## config.mk

```make
export PLATFORM = sky130hd
export DESIGN_NAME = asr_receiver
export DESIGN_NICKNAME = d
export VERILOG_FILES = /design/src/inc/asr_pkg.sv /design/src/hdl/asr_receiver.sv /design/src/hdl/asr_voter.sv
export VERILOG_INCLUDE_DIRS = /design/src /design/src/inc
export SDC_FILE = /design/constraint.sdc
export NUM_CORES = 1
export LEC_CHECK = 0
export ABC_CLOCK_PERIOD_IN_PS = 4000
export BUFFER_PORTS_ARGS = -buffer_cell sky130_fd_sc_hd__buf_4
export CAP_MARGIN = 20
export CORE_ASPECT_RATIO = 0.6
export CORE_UTILIZATION = 25
export CTS_CLUSTER_DIAMETER = 200
export DETAILED_ROUTE_END_ITERATION = 10
export GPL_TIMING_DRIVEN = 0
export SLEW_MARGIN = 20
export SYNTH_ARGS = -nofsm -noshare
export SYNTH_HDL_FRONTEND = slang
export SYNTH_SLANG_ARGS = --single-unit
```

## constraint.sdc

```tcl
create_clock -name pclk -period 4 [get_ports pclk]
set_clock_uncertainty 0.15 [all_clocks]
set_input_delay 0.8 -clock pclk [delete_from_list [all_inputs] [get_ports pclk]]
set_output_delay 0.8 -clock pclk [all_outputs]
set_load 0.01 [all_outputs]
```

## src/inc/asr_params.svh

```systemverilog
`ifndef ASR_PARAMS_SVH
`define ASR_PARAMS_SVH

// ----------------------------------------
// Register map (byte addresses on APB)
// ----------------------------------------
`define ASR_OFF_CTRL 8'h00
`define ASR_OFF_STAT 8'h04
`define ASR_OFF_DATA 8'h08
`define ASR_OFF_BAUD 8'h0c

// ----------------------------------------
// Control register fields
// ----------------------------------------
`define ASR_CT_PORT_EN 0
`define ASR_CT_CONTINUOUS_RECEIVE_ENABLE 1
`define ASR_CT_NINE 2
`define ASR_CT_ADDR_DET 3
`define ASR_CT_HIGH_SPEED 4
`define ASR_CT_RX_IE 5
`define ASR_CT_PERIPH_IE 6
`define ASR_CT_GLOBAL_IE 7
`define ASR_CTRL_RESET 8'h00

// ----------------------------------------
// Status register fields
// ----------------------------------------
`define ASR_ST_READY 0
`define ASR_ST_FRAMING_ERROR_FLAG 1
`define ASR_ST_OVERRUN 2
`define ASR_ST_NINTH 3

// ----------------------------------------
// Timing and sizes
// ----------------------------------------
`define ASR_BAUD_RESET 8'h00
`define ASR_HALF_BIT 4'h7
`define ASR_BIT_END 4'hf
`define ASR_LAST_BIT8 4'h7
`define ASR_LAST_BIT9 4'h8
`define ASR_FIFO_DEPTH 2
`define ASR_FIFO_FULL 2'h2

`endif

```

## src/inc/asr_pkg.sv

```systemverilog
package asr_pkg;

    // Receive sequencer states
    typedef enum logic [1:0] {
        ST_IDLE,
        ST_START,
        ST_DATA,
        ST_STOP
    } asr_state_e;

    // One FIFO entry: character plus its own status
    typedef struct packed {
        logic framing_error_flag;
        logic ninth;
        logic [7:0] data;
    } asr_entry_s;

endpackage

```

## src/hdl/asr_receiver.sv

```systemverilog
// Chosen here: the placing of the registers and the APB register port.
`timescale 1ns/100ps
`include "asr_params.svh"

// ----------------------------------------
// Asynchronous serial receiver
// ----------------------------------------
// How it works
// - Falling line edge while idle starts a character; start bit must be low
// - Half bit later line is rechecked; high means silent abort and rehunt
// - Each later bit sampled one bit period on, majority voted, shifted in
// - Stop bit sampled after last data bit; low sets that character's framing error
// - Finished character moves into the FIFO and raises the ready flag
// - Reading the data register returns the oldest character and removes it
// - Ready flag is high exactly while unread characters exist; writes ignored
// - Ready follows occupancy; interrupt needs receive, peripheral and global enables
// - Every FIFO entry keeps its own framing error; flag shows the oldest
// - Framing errors never stop reception; next read shows next status
// - Port enable low resets the port and clears framing error; receive enable doesn't
// - Framing error alone never raises an interrupt
// - Third whole character arriving with two unread sets overrun
// - During overrun stored characters stay readable, nothing new is accepted
// - Overrun clears when receive enable or port enable is cleared
// - Nine-bit mode shifts nine bits; ninth bit flag shows oldest character's
// - Address detect stores and flags only characters with ninth bit set
// - In address detect every stored character has ninth bit one
// - Line is sampled on a sixteen-times-baud tick; shifter moves once per bit
// - Port enable forces the receive pin to be an input
module asr_receiver
    import asr_pkg::*;
(
    input wire logic pclk,
    input wire logic presetn,
    input wire logic psel,
    input wire logic penable,
    input wire logic pwrite,
    input wire logic [7:0] paddr,
    input wire logic [31:0] pwdata,
    output logic [31:0] prdata,
    output logic pready,
    output logic pslverr,
    input wire logic receive_line_pin,
    output logic receive_pin_input,
    output logic receive_ready_flag,
    output logic rx_irq
);

    // ----------------------------------------
    // Declarations
    // ----------------------------------------
    logic [7:0] ctrl_q;
    logic [7:0] baud_q;
    logic [7:0] div_q;
    logic tick_q;
    logic rx_m_q;
    logic rx_s;
    logic rx_d_q;
    logic rx_fall;
    logic vote;
    asr_state_e st_q;
    logic [3:0] cnt_q;
    logic [3:0] bit_q;
    logic [8:0] sr_q;
    asr_entry_s mem_q [`ASR_FIFO_DEPTH];
    asr_entry_s head;
    asr_entry_s in_entry;
    logic rd_ptr_q;
    logic wr_ptr_q;
    logic [1:0] count_q;
    logic [1:0] count_d;
    logic ovr_q;
    logic pop_ok_q;
    logic port_en;
    logic rx_run;
    logic nine;
    logic addr_det;
    logic irq_en;
    logic acc;
    logic xfer;
    logic pop;
    logic char_done;
    logic keep;
    logic full;
    logic push;
    logic ovr_set;
    logic framing_error_flag_flag;
    logic [3:0] last_bit;
    logic [31:0] rd_d;

    // Register address decode for the error answer; the read mux compares addresses itself
    function automatic logic is_mapped(input logic [7:0] a);
        is_mapped = (a == `ASR_OFF_CTRL) || (a == `ASR_OFF_STAT)
                 || (a == `ASR_OFF_DATA) || (a == `ASR_OFF_BAUD);
    endfunction

    // ----------------------------------------
    // Control fields
    // ----------------------------------------
    assign port_en = ctrl_q[`ASR_CT_PORT_EN];
    assign rx_run = port_en && ctrl_q[`ASR_CT_CONTINUOUS_RECEIVE_ENABLE];
    assign nine = ctrl_q[`ASR_CT_NINE];
    assign addr_det = ctrl_q[`ASR_CT_ADDR_DET];
    assign irq_en = ctrl_q[`ASR_CT_RX_IE] && ctrl_q[`ASR_CT_PERIPH_IE]
                 && ctrl_q[`ASR_CT_GLOBAL_IE];
    assign last_bit = nine ? `ASR_LAST_BIT9 : `ASR_LAST_BIT8;

    // ----------------------------------------
    // APB slave, one wait state
    // ----------------------------------------
    // Read data is registered, so the answer comes one cycle into access
    assign acc = psel && penable && !pready;
    assign xfer = psel && penable && pready;

    // Read mux over the current state
    always_comb begin
        rd_d = 32'h0;
        if (paddr == `ASR_OFF_CTRL) begin
            rd_d[7:0] = ctrl_q;
        end else if (paddr == `ASR_OFF_STAT) begin
            rd_d[`ASR_ST_READY] = receive_ready_flag;
            rd_d[`ASR_ST_FRAMING_ERROR_FLAG] = framing_error_flag_flag;
            rd_d[`ASR_ST_OVERRUN] = ovr_q;
            rd_d[`ASR_ST_NINTH] = (count_q != 2'h0) && head.ninth;
        end else if (paddr == `ASR_OFF_DATA) begin
            rd_d[7:0] = (count_q != 2'h0) ? head.data : 8'h00;
        end else if (paddr == `ASR_OFF_BAUD) begin
            rd_d[7:0] = baud_q;
        end
    end

    // Answer handshake and data
    always_ff @(posedge pclk or negedge presetn) begin
        if (!presetn) begin
            pready <= 1'b0;
            pslverr <= 1'b0;
            prdata <= 32'h0;
            pop_ok_q <= 1'b0;
        end else begin
            pready <= acc;
            pslverr <= acc && !is_mapped(paddr);
            if (acc) begin
                prdata <= pwrite ? 32'h0 : rd_d;
                pop_ok_q <= count_q != 2'h0;
            end
        end
    end

    // Software writes; status and data are read only
    always_ff @(posedge pclk or negedge presetn) begin
        if (!presetn) begin
            ctrl_q <= `ASR_CTRL_RESET;
            baud_q <= `ASR_BAUD_RESET;
        end else if (xfer && pwrite) begin
            if (paddr == `ASR_OFF_CTRL) begin
                ctrl_q <= pwdata[7:0];
            end else if (paddr == `ASR_OFF_BAUD) begin
                baud_q <= pwdata[7:0];
            end
        end
    end

    // A data read pops only if it saw a character when it was answered
    assign pop = xfer && !pwrite && (paddr == `ASR_OFF_DATA) && pop_ok_q
              && (count_q != 2'h0);

    // ----------------------------------------
    // Oversampling tick
    // ----------------------------------------
    // Plain divide by divisor plus one; the speed select only sits in the register
    always_ff @(posedge pclk or negedge presetn) begin
        if (!presetn) begin
            div_q <= `ASR_BAUD_RESET;
            tick_q <= 1'b0;
        end else if (!port_en) begin
            div_q <= baud_q;
            tick_q <= 1'b0;
        end else if (div_q == 8'h00) begin
            div_q <= baud_q;
            tick_q <= 1'b1;
        end else begin
            div_q <= div_q - 8'h01;
            tick_q <= 1'b0;
        end
    end

    // ----------------------------------------
    // Line synchroniser and edge
    // ----------------------------------------
    // Line idles high, so the flops start high to avoid a false edge
    always_ff @(posedge pclk or negedge presetn) begin
        if (!presetn) begin
            rx_m_q <= 1'b1;
            rx_s <= 1'b1;
            rx_d_q <= 1'b1;
        end else begin
            rx_m_q <= receive_line_pin;
            rx_s <= rx_m_q;
            rx_d_q <= rx_s;
        end
    end

    assign rx_fall = rx_d_q && !rx_s;

    asr_voter u_asr_voter (
        .pclk(pclk),
        .presetn(presetn),
        .tick(tick_q),
        .rx_s(rx_s),
        .vote(vote)
    );

    // ----------------------------------------
    // Receive sequencer
    // ----------------------------------------
    always_ff @(posedge pclk or negedge presetn) begin
        if (!presetn) begin
            st_q <= ST_IDLE;
        end else if (!rx_run) begin
            st_q <= ST_IDLE;
        end else begin
            case (st_q)
                ST_IDLE: begin
                    // No new character while an overrun stands
                    if (rx_fall && !ovr_q) begin
                        st_q <= ST_START;
                    end
                end
                ST_START: begin
                    if (tick_q && cnt_q == `ASR_HALF_BIT) begin
                        st_q <= rx_s ? ST_IDLE : ST_DATA;
                    end
                end
                ST_DATA: begin
                    if (tick_q && cnt_q == `ASR_BIT_END && bit_q == last_bit) begin
                        st_q <= ST_STOP;
                    end
                end
                ST_STOP: begin
                    if (tick_q && cnt_q == `ASR_BIT_END) begin
                        st_q <= ST_IDLE;
                    end
                end
                default: begin
                    st_q <= ST_IDLE;
                end
            endcase
        end
    end

    // Tick counter: restarts at the start centre, then wraps every bit
    always_ff @(posedge pclk or negedge presetn) begin
        if (!presetn) begin
            cnt_q <= 4'h0;
        end else if (st_q == ST_IDLE) begin
            cnt_q <= 4'h0;
        end else if (st_q == ST_START && tick_q && cnt_q == `ASR_HALF_BIT) begin
            cnt_q <= 4'h0;
        end else if (tick_q) begin
            cnt_q <= cnt_q + 4'h1;
        end
    end

    // Bit index and shifter, LSB first, once per bit period
    always_ff @(posedge pclk or negedge presetn) begin
        if (!presetn) begin
            bit_q <= 4'h0;
            sr_q <= 9'h0;
        end else if (st_q != ST_DATA) begin
            bit_q <= 4'h0;
        end else if (tick_q && cnt_q == `ASR_BIT_END) begin
            bit_q <= bit_q + 4'h1;
            sr_q <= {vote, sr_q[8:1]};
        end
    end

    // ----------------------------------------
    // Character completion and filtering
    // ----------------------------------------
    assign char_done = rx_run && st_q == ST_STOP && tick_q && cnt_q == `ASR_BIT_END;

    // In eight-bit mode the character sits in the top eight bits
    always_comb begin
        in_entry.data = nine ? sr_q[7:0] : sr_q[8:1];
        in_entry.ninth = nine && sr_q[8];
        in_entry.framing_error_flag = !vote;
    end

    // Filtered characters leave no trace at all
    assign keep = !addr_det || in_entry.ninth;
    assign full = (count_q == `ASR_FIFO_FULL) && !pop;
    assign push = char_done && keep && !full;
    assign ovr_set = char_done && keep && full;

    // ----------------------------------------
    // Two-entry FIFO
    // ----------------------------------------
    assign head = mem_q[rd_ptr_q];
    assign framing_error_flag_flag = (count_q != 2'h0) && head.framing_error_flag;

    // Storage
    always_ff @(posedge pclk or negedge presetn) begin
        if (!presetn) begin
            for (int i = 0; i < `ASR_FIFO_DEPTH; i++) begin
                mem_q[i] <= '0;
            end
        end else if (push) begin
            mem_q[wr_ptr_q] <= in_entry;
        end
    end

    // Occupancy; port disable empties it and so clears the error view
    always_comb begin
        if (!port_en) begin
            count_d = 2'h0;
        end else begin
            count_d = count_q + {1'b0, push} - {1'b0, pop};
        end
    end

    // Pointers
    always_ff @(posedge pclk or negedge presetn) begin
        if (!presetn) begin
            rd_ptr_q <= 1'b0;
            wr_ptr_q <= 1'b0;
            count_q <= 2'h0;
        end else begin
            count_q <= count_d;
            if (!port_en) begin
                rd_ptr_q <= 1'b0;
                wr_ptr_q <= 1'b0;
            end else begin
                if (pop) begin
                    rd_ptr_q <= !rd_ptr_q;
                end
                if (push) begin
                    wr_ptr_q <= !wr_ptr_q;
                end
            end
        end
    end

    // Overrun: a new overrun wins over a clear in the same cycle
    always_ff @(posedge pclk or negedge presetn) begin
        if (!presetn) begin
            ovr_q <= 1'b0;
        end else if (ovr_set) begin
            ovr_q <= 1'b1;
        end else if (!rx_run) begin
            ovr_q <= 1'b0;
        end
    end

    // ----------------------------------------
    // Outputs
    // ----------------------------------------
    // Ready and interrupt track the next occupancy, never software writes
    always_ff @(posedge pclk or negedge presetn) begin
        if (!presetn) begin
            receive_ready_flag <= 1'b0;
            rx_irq <= 1'b0;
            receive_pin_input <= 1'b0;
        end else begin
            receive_ready_flag <= count_d != 2'h0;
            rx_irq <= (count_d != 2'h0) && irq_en;
            receive_pin_input <= port_en;
        end
    end
endmodule // asr_receiver

```

## src/hdl/asr_voter.sv

```systemverilog
`timescale 1ns/100ps

module asr_voter (
    input wire logic pclk,
    input wire logic presetn,
    input wire logic tick,
    input wire logic rx_s,
    output logic vote
);

    logic [1:0] hist_q;

    // Two of three wins
    function automatic logic maj3(input logic a, input logic b, input logic c);
        maj3 = (a & b) | (a & c) | (b & c);
    endfunction

    // Keep the two previous oversampled readings
    always_ff @(posedge pclk or negedge presetn) begin
        if (!presetn) begin
            hist_q <= 2'h3;
        end else if (tick) begin
            hist_q <= {hist_q[0], rx_s};
        end
    end

    // Vote over the last three ticks ending at the bit centre
    assign vote = maj3(hist_q[1], hist_q[0], rx_s);

endmodule // asr_voter

```

### Word level (Yosys, flattened, before mapping)

Cells that the tools add are included.

* input port bits: 46
* output and inout bits: 37
* word-level logic and storage cells: 159
* flip-flop bits (word level): 112

* equal/unequal tests: 18
* add/sub/neg operators: 5
* bitwise logic cells: 9
* order comparisons: 3
* muxes and demuxes: 38
* reduce and logical (&&, ||, !) cells: 57

Operators by type and width (count)
* two-way mux 8 bit: 8
* two-way mux 10 bit: 4
* two-way mux 4 bit: 8
* logical AND 1 bit: 31
* bitwise mux 20 bit: 1
* equality test 8 x 4 -> 1 bit (second input constant): 2
* logical NOT 8 bit: 2
* two-way mux 2 bit: 7
* inequality test 3 bit (second input constant): 4
* logical NOT 1 bit: 11
* demux 10 bit (select 1 bit): 1
* adder 4 x 1 -> 4 bit (second input constant): 2
* equality test 8 x 3 -> 1 bit (second input constant): 1
* two-way mux 1 bit: 8
* case mux 2 bit (4 select lines): 1
* subtractor 8 x 1 -> 8 bit (second input constant): 1
* equality test 2 bit (second input constant): 3
* inequality test 2 x 1 -> 1 bit (second input constant): 3
* nonzero test 2 bit: 3
* equality test 4 x 3 -> 1 bit (second input constant): 1
* equality test 4 bit: 1
* equality test 4 bit (second input constant): 1
* greater-or-equal comparator 2 bit (second input constant): 2
* logical OR 1 bit: 4
* other kinds (14): 20

### Longest topological paths before layout

* depth after elaboration: 15
* mapped depth: 12
* mapped depth without buffers: 11

### Modules after synthesis

Synthesis repeated with hierarchy kept, for this count alone.

* cell total of the unflattened synthesis: 371
* area total of the unflattened synthesis: 4362.9 µm²

By module, submodules not included
* asr_receiver: times used 1, sequential area each 2155.8 µm², cells an instance 366, area an instance 4276.6 µm²
* asr_voter: times used 1, sequential area each 52.6 µm², cells an instance 5, area an instance 86.3 µm²

### Worst setup path after synthesis

OpenSTA, ideal clock, no wires.

* kind: input to register
* from: input paddr[1]
* to: register rx_irq
* slack: 0.799 ns
* required time: 3.730 ns
* library setup time: 0.120 ns
* arrival time: 2.930 ns
* path buffers: 0
* stages on the path: 10
* cell sequence: nor4_2 nand4_1 nand2_1 nand2_1 ha_1 inv_1 ha_1 and2_1 or2_2 and4_1

* cells in the longest elaborated chain, start to end: 13

RTL lines
* from (decl): line asr_receiver.sv:37 `input wire logic [7:0] paddr,`
* equality test 8 x 4 -> 1 bit (no source line) (*)
* logical AND 1 bit (*) (3 in a row): line asr_receiver.sv:163 `` assign pop = xfer && !pwrite && (paddr == `ASR_OFF_DATA) && pop_ok_q ``
* logical NOT 1 bit: line asr_receiver.sv:290 `` assign full = (count_q == `ASR_FIFO_FULL) && !pop; ``
* logical AND 1 bit: line asr_receiver.sv:290
* logical NOT 1 bit: line asr_receiver.sv:291 `assign push = char_done && keep && !full;`
* logical AND 1 bit: line asr_receiver.sv:291
* adder 2 x 1 -> 2 bit: line asr_receiver.sv:316 `count_d = count_q + {1'b0, push} - {1'b0, pop};`
* subtractor 2 x 1 -> 2 bit (*): line asr_receiver.sv:316
* two-way mux 2 bit (*): line asr_receiver.sv:313 `if (!port_en) begin`
* net count_d[0]: line asr_receiver.sv:70 `logic [1:0] count_d;`
* nonzero test 2 bit (*): line asr_receiver.sv:364 `rx_irq <= (count_d != 2'h0) && irq_en;`
* logical AND 1 bit (*): line asr_receiver.sv:364
* to (signal assigned): line asr_receiver.sv:364
* to (decl): line asr_receiver.sv:45 `output logic rx_irq`

The timed path passes the listed nets; every way through them passes the cells marked *.
A chain may end at the register's enable or synchronous reset.

### Worst setup path after layout

Ends and elaborated chain as after synthesis.

==> flow_results.org <==
** Layout
- Top library cells by usage in the layout, fill and taps aside :: 83 x sky130_fd_sc_hd__dfrtp_1, 57 x sky130_fd_sc_hd__buf_4, 55 x sky130_fd_sc_hd__mux2_2, 32 x sky130_fd_sc_hd__nand2_1, 24 x sky130_fd_sc_hd__conb_1
- Total area of multi-input combinational cells :: just under 0.002 sq mm
- The library cell used most frequently in the layout, excluding fill and tap cells, is sky130_fd_sc_hd__dfrtp_1.
- Sequential Area :: around 0.0022 sq mm
- After filler insertion, the fill cell instance count of the layout stands at ~1,700.
- Share of layout cells above drive strength 1 :: 0.319
- The count of cells in the finished layout, fillers not included, comes to slightly below 700.
- Utilization after layout :: 0.316
- 0 antenna diodes ended up in the layout.
- Synth-to-layout area growth :: 20.9%
- Fin nets :: 498
- The finished cells cover roughly 0.0052 sq mm.

** Clock tree
- TritonCTS Buffers :: 9
- H-tree lvl count :: 3
- For this design, the sink count on the clock tree is just under 90.
- TritonCTS clock tree :: built
- Deepest clock path buffer count :: 2
- The number of gates resized after CTS was 0.
- Master cell of the clock root buffer :: sky130_fd_sc_hd__clkbuf_16
- Post-CTS timing repair inserted 0 buffers for setup.
- After clock tree synthesis, the flow added hold-fix buffers numbering 0.
- Clock latency on the worst-skew pair, taken at its later pin, is ~0.34 ns.
- CTS clk-pin slew, worst paths :: approximately 0.070 ns

** Synthesis
- Count of state elements after synthesis :: 88
- Post-synth top area share :: 0.480
- For this run, asynchronously set or reset flops after synthesis account for 1.00.
- A synthesized cell averages around 11 sq um.
- The Yosys step of the flow raised 0 warnings.
- Prevailing post-synth register cell :: sky130_fd_sc_hd__dfrtp_1
- Post-synth top area cell :: sky130_fd_sc_hd__dfrtp_1
- Largest cells by area after synthesis :: sky130_fd_sc_hd__dfrtp_1 48%, sky130_fd_sc_hd__mux2_2 14%, sky130_fd_sc_hd__buf_4 4.3%, sky130_fd_sc_hd__mux2i_1 3.2%, sky130_fd_sc_hd__dfstp_2 3.0%
- After technology mapping, the gate count stands at approximately 380.
- Summing every instance area after synthesis gives about 0.0043 sq mm.
- Post-synthesis sequential area ratio :: 0.510
- Number of synthesized flops with an enable pin :: 0
- Count of unique library cells instantiated by Yosys :: a little under 50

** Worst setup path
- Highest fanout seen on the critical path :: 6
- Counting both buffers and inverters, the worst setup path holds a total of 2.
- Broken down by cell family, the worst path's largest delay share belongs to simple AND/OR/NAND/NOR gates.
- The most critical setup path has its endpoint at rx_irq.
- Reg-to-Reg Start :: ctrl_q[0]
- For the worst setup path, the data arrival time is roughly 3.6 ns.
- Worst r2r dst :: rx_irq
- Traced cell by cell, the critical path runs through buf_4, nor4_2, nand4_1, nand2_1, nand2_1, ha_1, inv_1, ha_1, xnor3_1, nor2_1, or2_2, and4_1.
- STA puts the critical path data required time at 4.08 ns.
- Origin of the worst setup path :: paddr[1]
- Type of the setup path with the least slack :: in -> reg
- Counting cells, the worst reg-to-reg path comes to 11.
- The slowest stage of the critical path is the sky130_fd_sc_hd__nor4_2 cell.
- The critical path runs through a total of 12 cells.
- Register-to-register path setup slack :: 1.04 ns
- STA classifies the critical path startpoint as an input pin.
- CP Capture Type :: register
- Slowest cell delay on critical path :: between 0.6 and 0.7 ns

** Placed design
- After detailed placement, the design holds a cell count of 663.
- The count of buffers added on input and output ports is 33.
- Routability congestion estimate :: about 0.91
- Timing analysis after detailed placement gives a worst setup slack of between 0.2 and 0.25 ns.
- The wire-length estimate of the detail-placed layout is a little under 8000 microns.
- The placed instances occupy a cell area of 0.00495 sq mm.

** Pwr
- The worst-case IR drop observed on VDD is 0.000195 V.
- Areal power density over the cells :: 341 mW/mm^2
- Summed over all cells, the static leakage comes to 2.46 nW.

** Min path
- Hold Path Class :: reg -> reg
- Launch point of the worst hold path :: rx_m_q

** STA
- The max-slew violation total from the final report is 0.
- Endpoints failing hold :: 0
- Setup repair after global routing left no endpoint under its margin.
- The worst path meets setup with 0.531 ns of slack.
- Normalized max-slew margin :: 0.437
- Period minus WS final :: between 3 and 4 ns
- Count of endpoints failing setup in the final report :: 0
- Timing would allow up to about 290 MHz.
- Post-route fraction of the period consumed by the critical path :: 0.867
- Slew at the pin with the worst max-slew slack :: 0.841 ns
- Setup total negative slack on the finished layout was measured at 0 ns.

** Global route
- In the global route stage, overall resource usage came out at 0.123.
- Sum of overflow across all layers after global routing :: 0
- The number of antenna violations at the first check in global routing is 0.
- Wire length of the first global-routing pass :: approximately 17,000 microns
- Pin count of the biggest net entering global routing :: between 80 and 90
- The number of global-route vias before repair was around 3,000.

** Drt
- Final routed DRC violation total :: 0
- The final layout contains routed wiring with a total length of 10,200 microns.
- Routed wire per std cell :: approximately 15 microns
- The first TritonRoute pass finished after 6 iterations.
- The first routing iteration left around 300 violations.
- Detailed routing inserted a total of roughly 3,100 vias.
- Count of antenna-violating nets left after detailed routing :: 0
- Number of vias per cell :: 4.51

** Die
- The floorplan step set the die width to around 170 microns.
- The initial utilization of the core area, before any placement, comes to 0.261.
- Number of standard-cell rows in the floorplan :: 36
- Die H :: roughly 100 microns
- Area of the die :: about 0.018 sq mm
- During I/O placement, the number of pins put on the boundary was 83.
- The core region is ~0.017 sq mm.

** Run status
- Result of the run :: finished, final reports clean

** Run
- The tool flagged a number of max-cap violations equal to 0.
kinds of logic (layout without fill, tap and decap cells):
| family | Yosys count | after routing | share of synthesized area |
|---|---|---|---|
| compound gates | 52 | 52 | 0.0818 |
| xor+xnor | 13 | 13 | 0.0295 |
| mux | 70 | 70 | 0.178 |
| other cells | 1 | 24 | 0.000866 |
| simple gates | 99 | 99 | 0.116 |
| flops | 88 | 88 | 0.510 |
| buf+inv | 50 | 99 | 0.0659 |
| fa+ha+maj | 6 | 6 | 0.0173 |
registers in the layout, summed over array words and instances, names as in the netlist, 4 cells and up:
| name | flops |
|---|---|
| cnt_q | 4 |
| div_q | 8 |
| baud_q | 8 |
| ctrl_q | 8 |
| sr_q | 9 |
| mem_q | 20 |
| prdata | 8 |
| bit_q | 4 |
synthesized netlist by cell type, types with 4 or more instances:
cell and number:
sky130_fd_sc_hd__and2_1 4, sky130_fd_sc_hd__clkbuf_1 7, sky130_fd_sc_hd__ha_1 6, sky130_fd_sc_hd__mux2_2 55
sky130_fd_sc_hd__inv_1 13, sky130_fd_sc_hd__nor2_1 21, sky130_fd_sc_hd__buf_4 25, sky130_fd_sc_hd__dfrtp_1 83
sky130_fd_sc_hd__a32oi_1 4, sky130_fd_sc_hd__nand2_1 32, sky130_fd_sc_hd__nand3_1 11, sky130_fd_sc_hd__xor2_1 5
sky130_fd_sc_hd__xnor2_1 7, sky130_fd_sc_hd__nor3_1 7, sky130_fd_sc_hd__a21oi_1 14, sky130_fd_sc_hd__mux2i_1 14
sky130_fd_sc_hd__o21ai_0 18, sky130_fd_sc_hd__dfstp_2 5
power by group:
group	leakage, nW	internal, mW	total, mW	switching [mW]
clock network	0.143	0.440	0.794	0.354
logic	1.11	0.0367	0.0895	0.0528
registers	1.21	0.896	0.899	0.00339
how the worst min path moves through the flow:
stage | to | slack, ns | cells after the start
detailed placement | rx_s | 0.20 | 0
global route | rx_s | 0.21 | 0
floorplan | rx_s | 0.20 | 0
CTS | rx_s | 0.21 | 0
global placement | rx_s | 0.20 | 0
finish | rx_s | 0.21 | 0
layer usage:
layer,routed length [microns],global-route usage
met2,4200,0.164
met3,753,0.0285
met5,0,0
met4,65,0.0360
met1,5230,0.192
layout make-up:
type / instances / share of cell area
multi-input cells: 264 / 0.367
well taps: 228 / 0.0545
plain buffers: 37 / 0.0452
inverters: 13 / 0.00933
clock buffers: 10 / 0.0457
flip-flops and latches: 88 / 0.422
repair buffers: 33 / 0.0481
clock inverters: 6 / 0.00789
through the flow:
stage	power, mW	hold WS [ns]
floorplan	0.959	0.195
global placement	1.00	0.202
detailed placement	1.01	0.200
CTS	1.81	0.209
global route	1.85	0.210
finish	1.78	0.207
(Power assumes the default switching activity.)
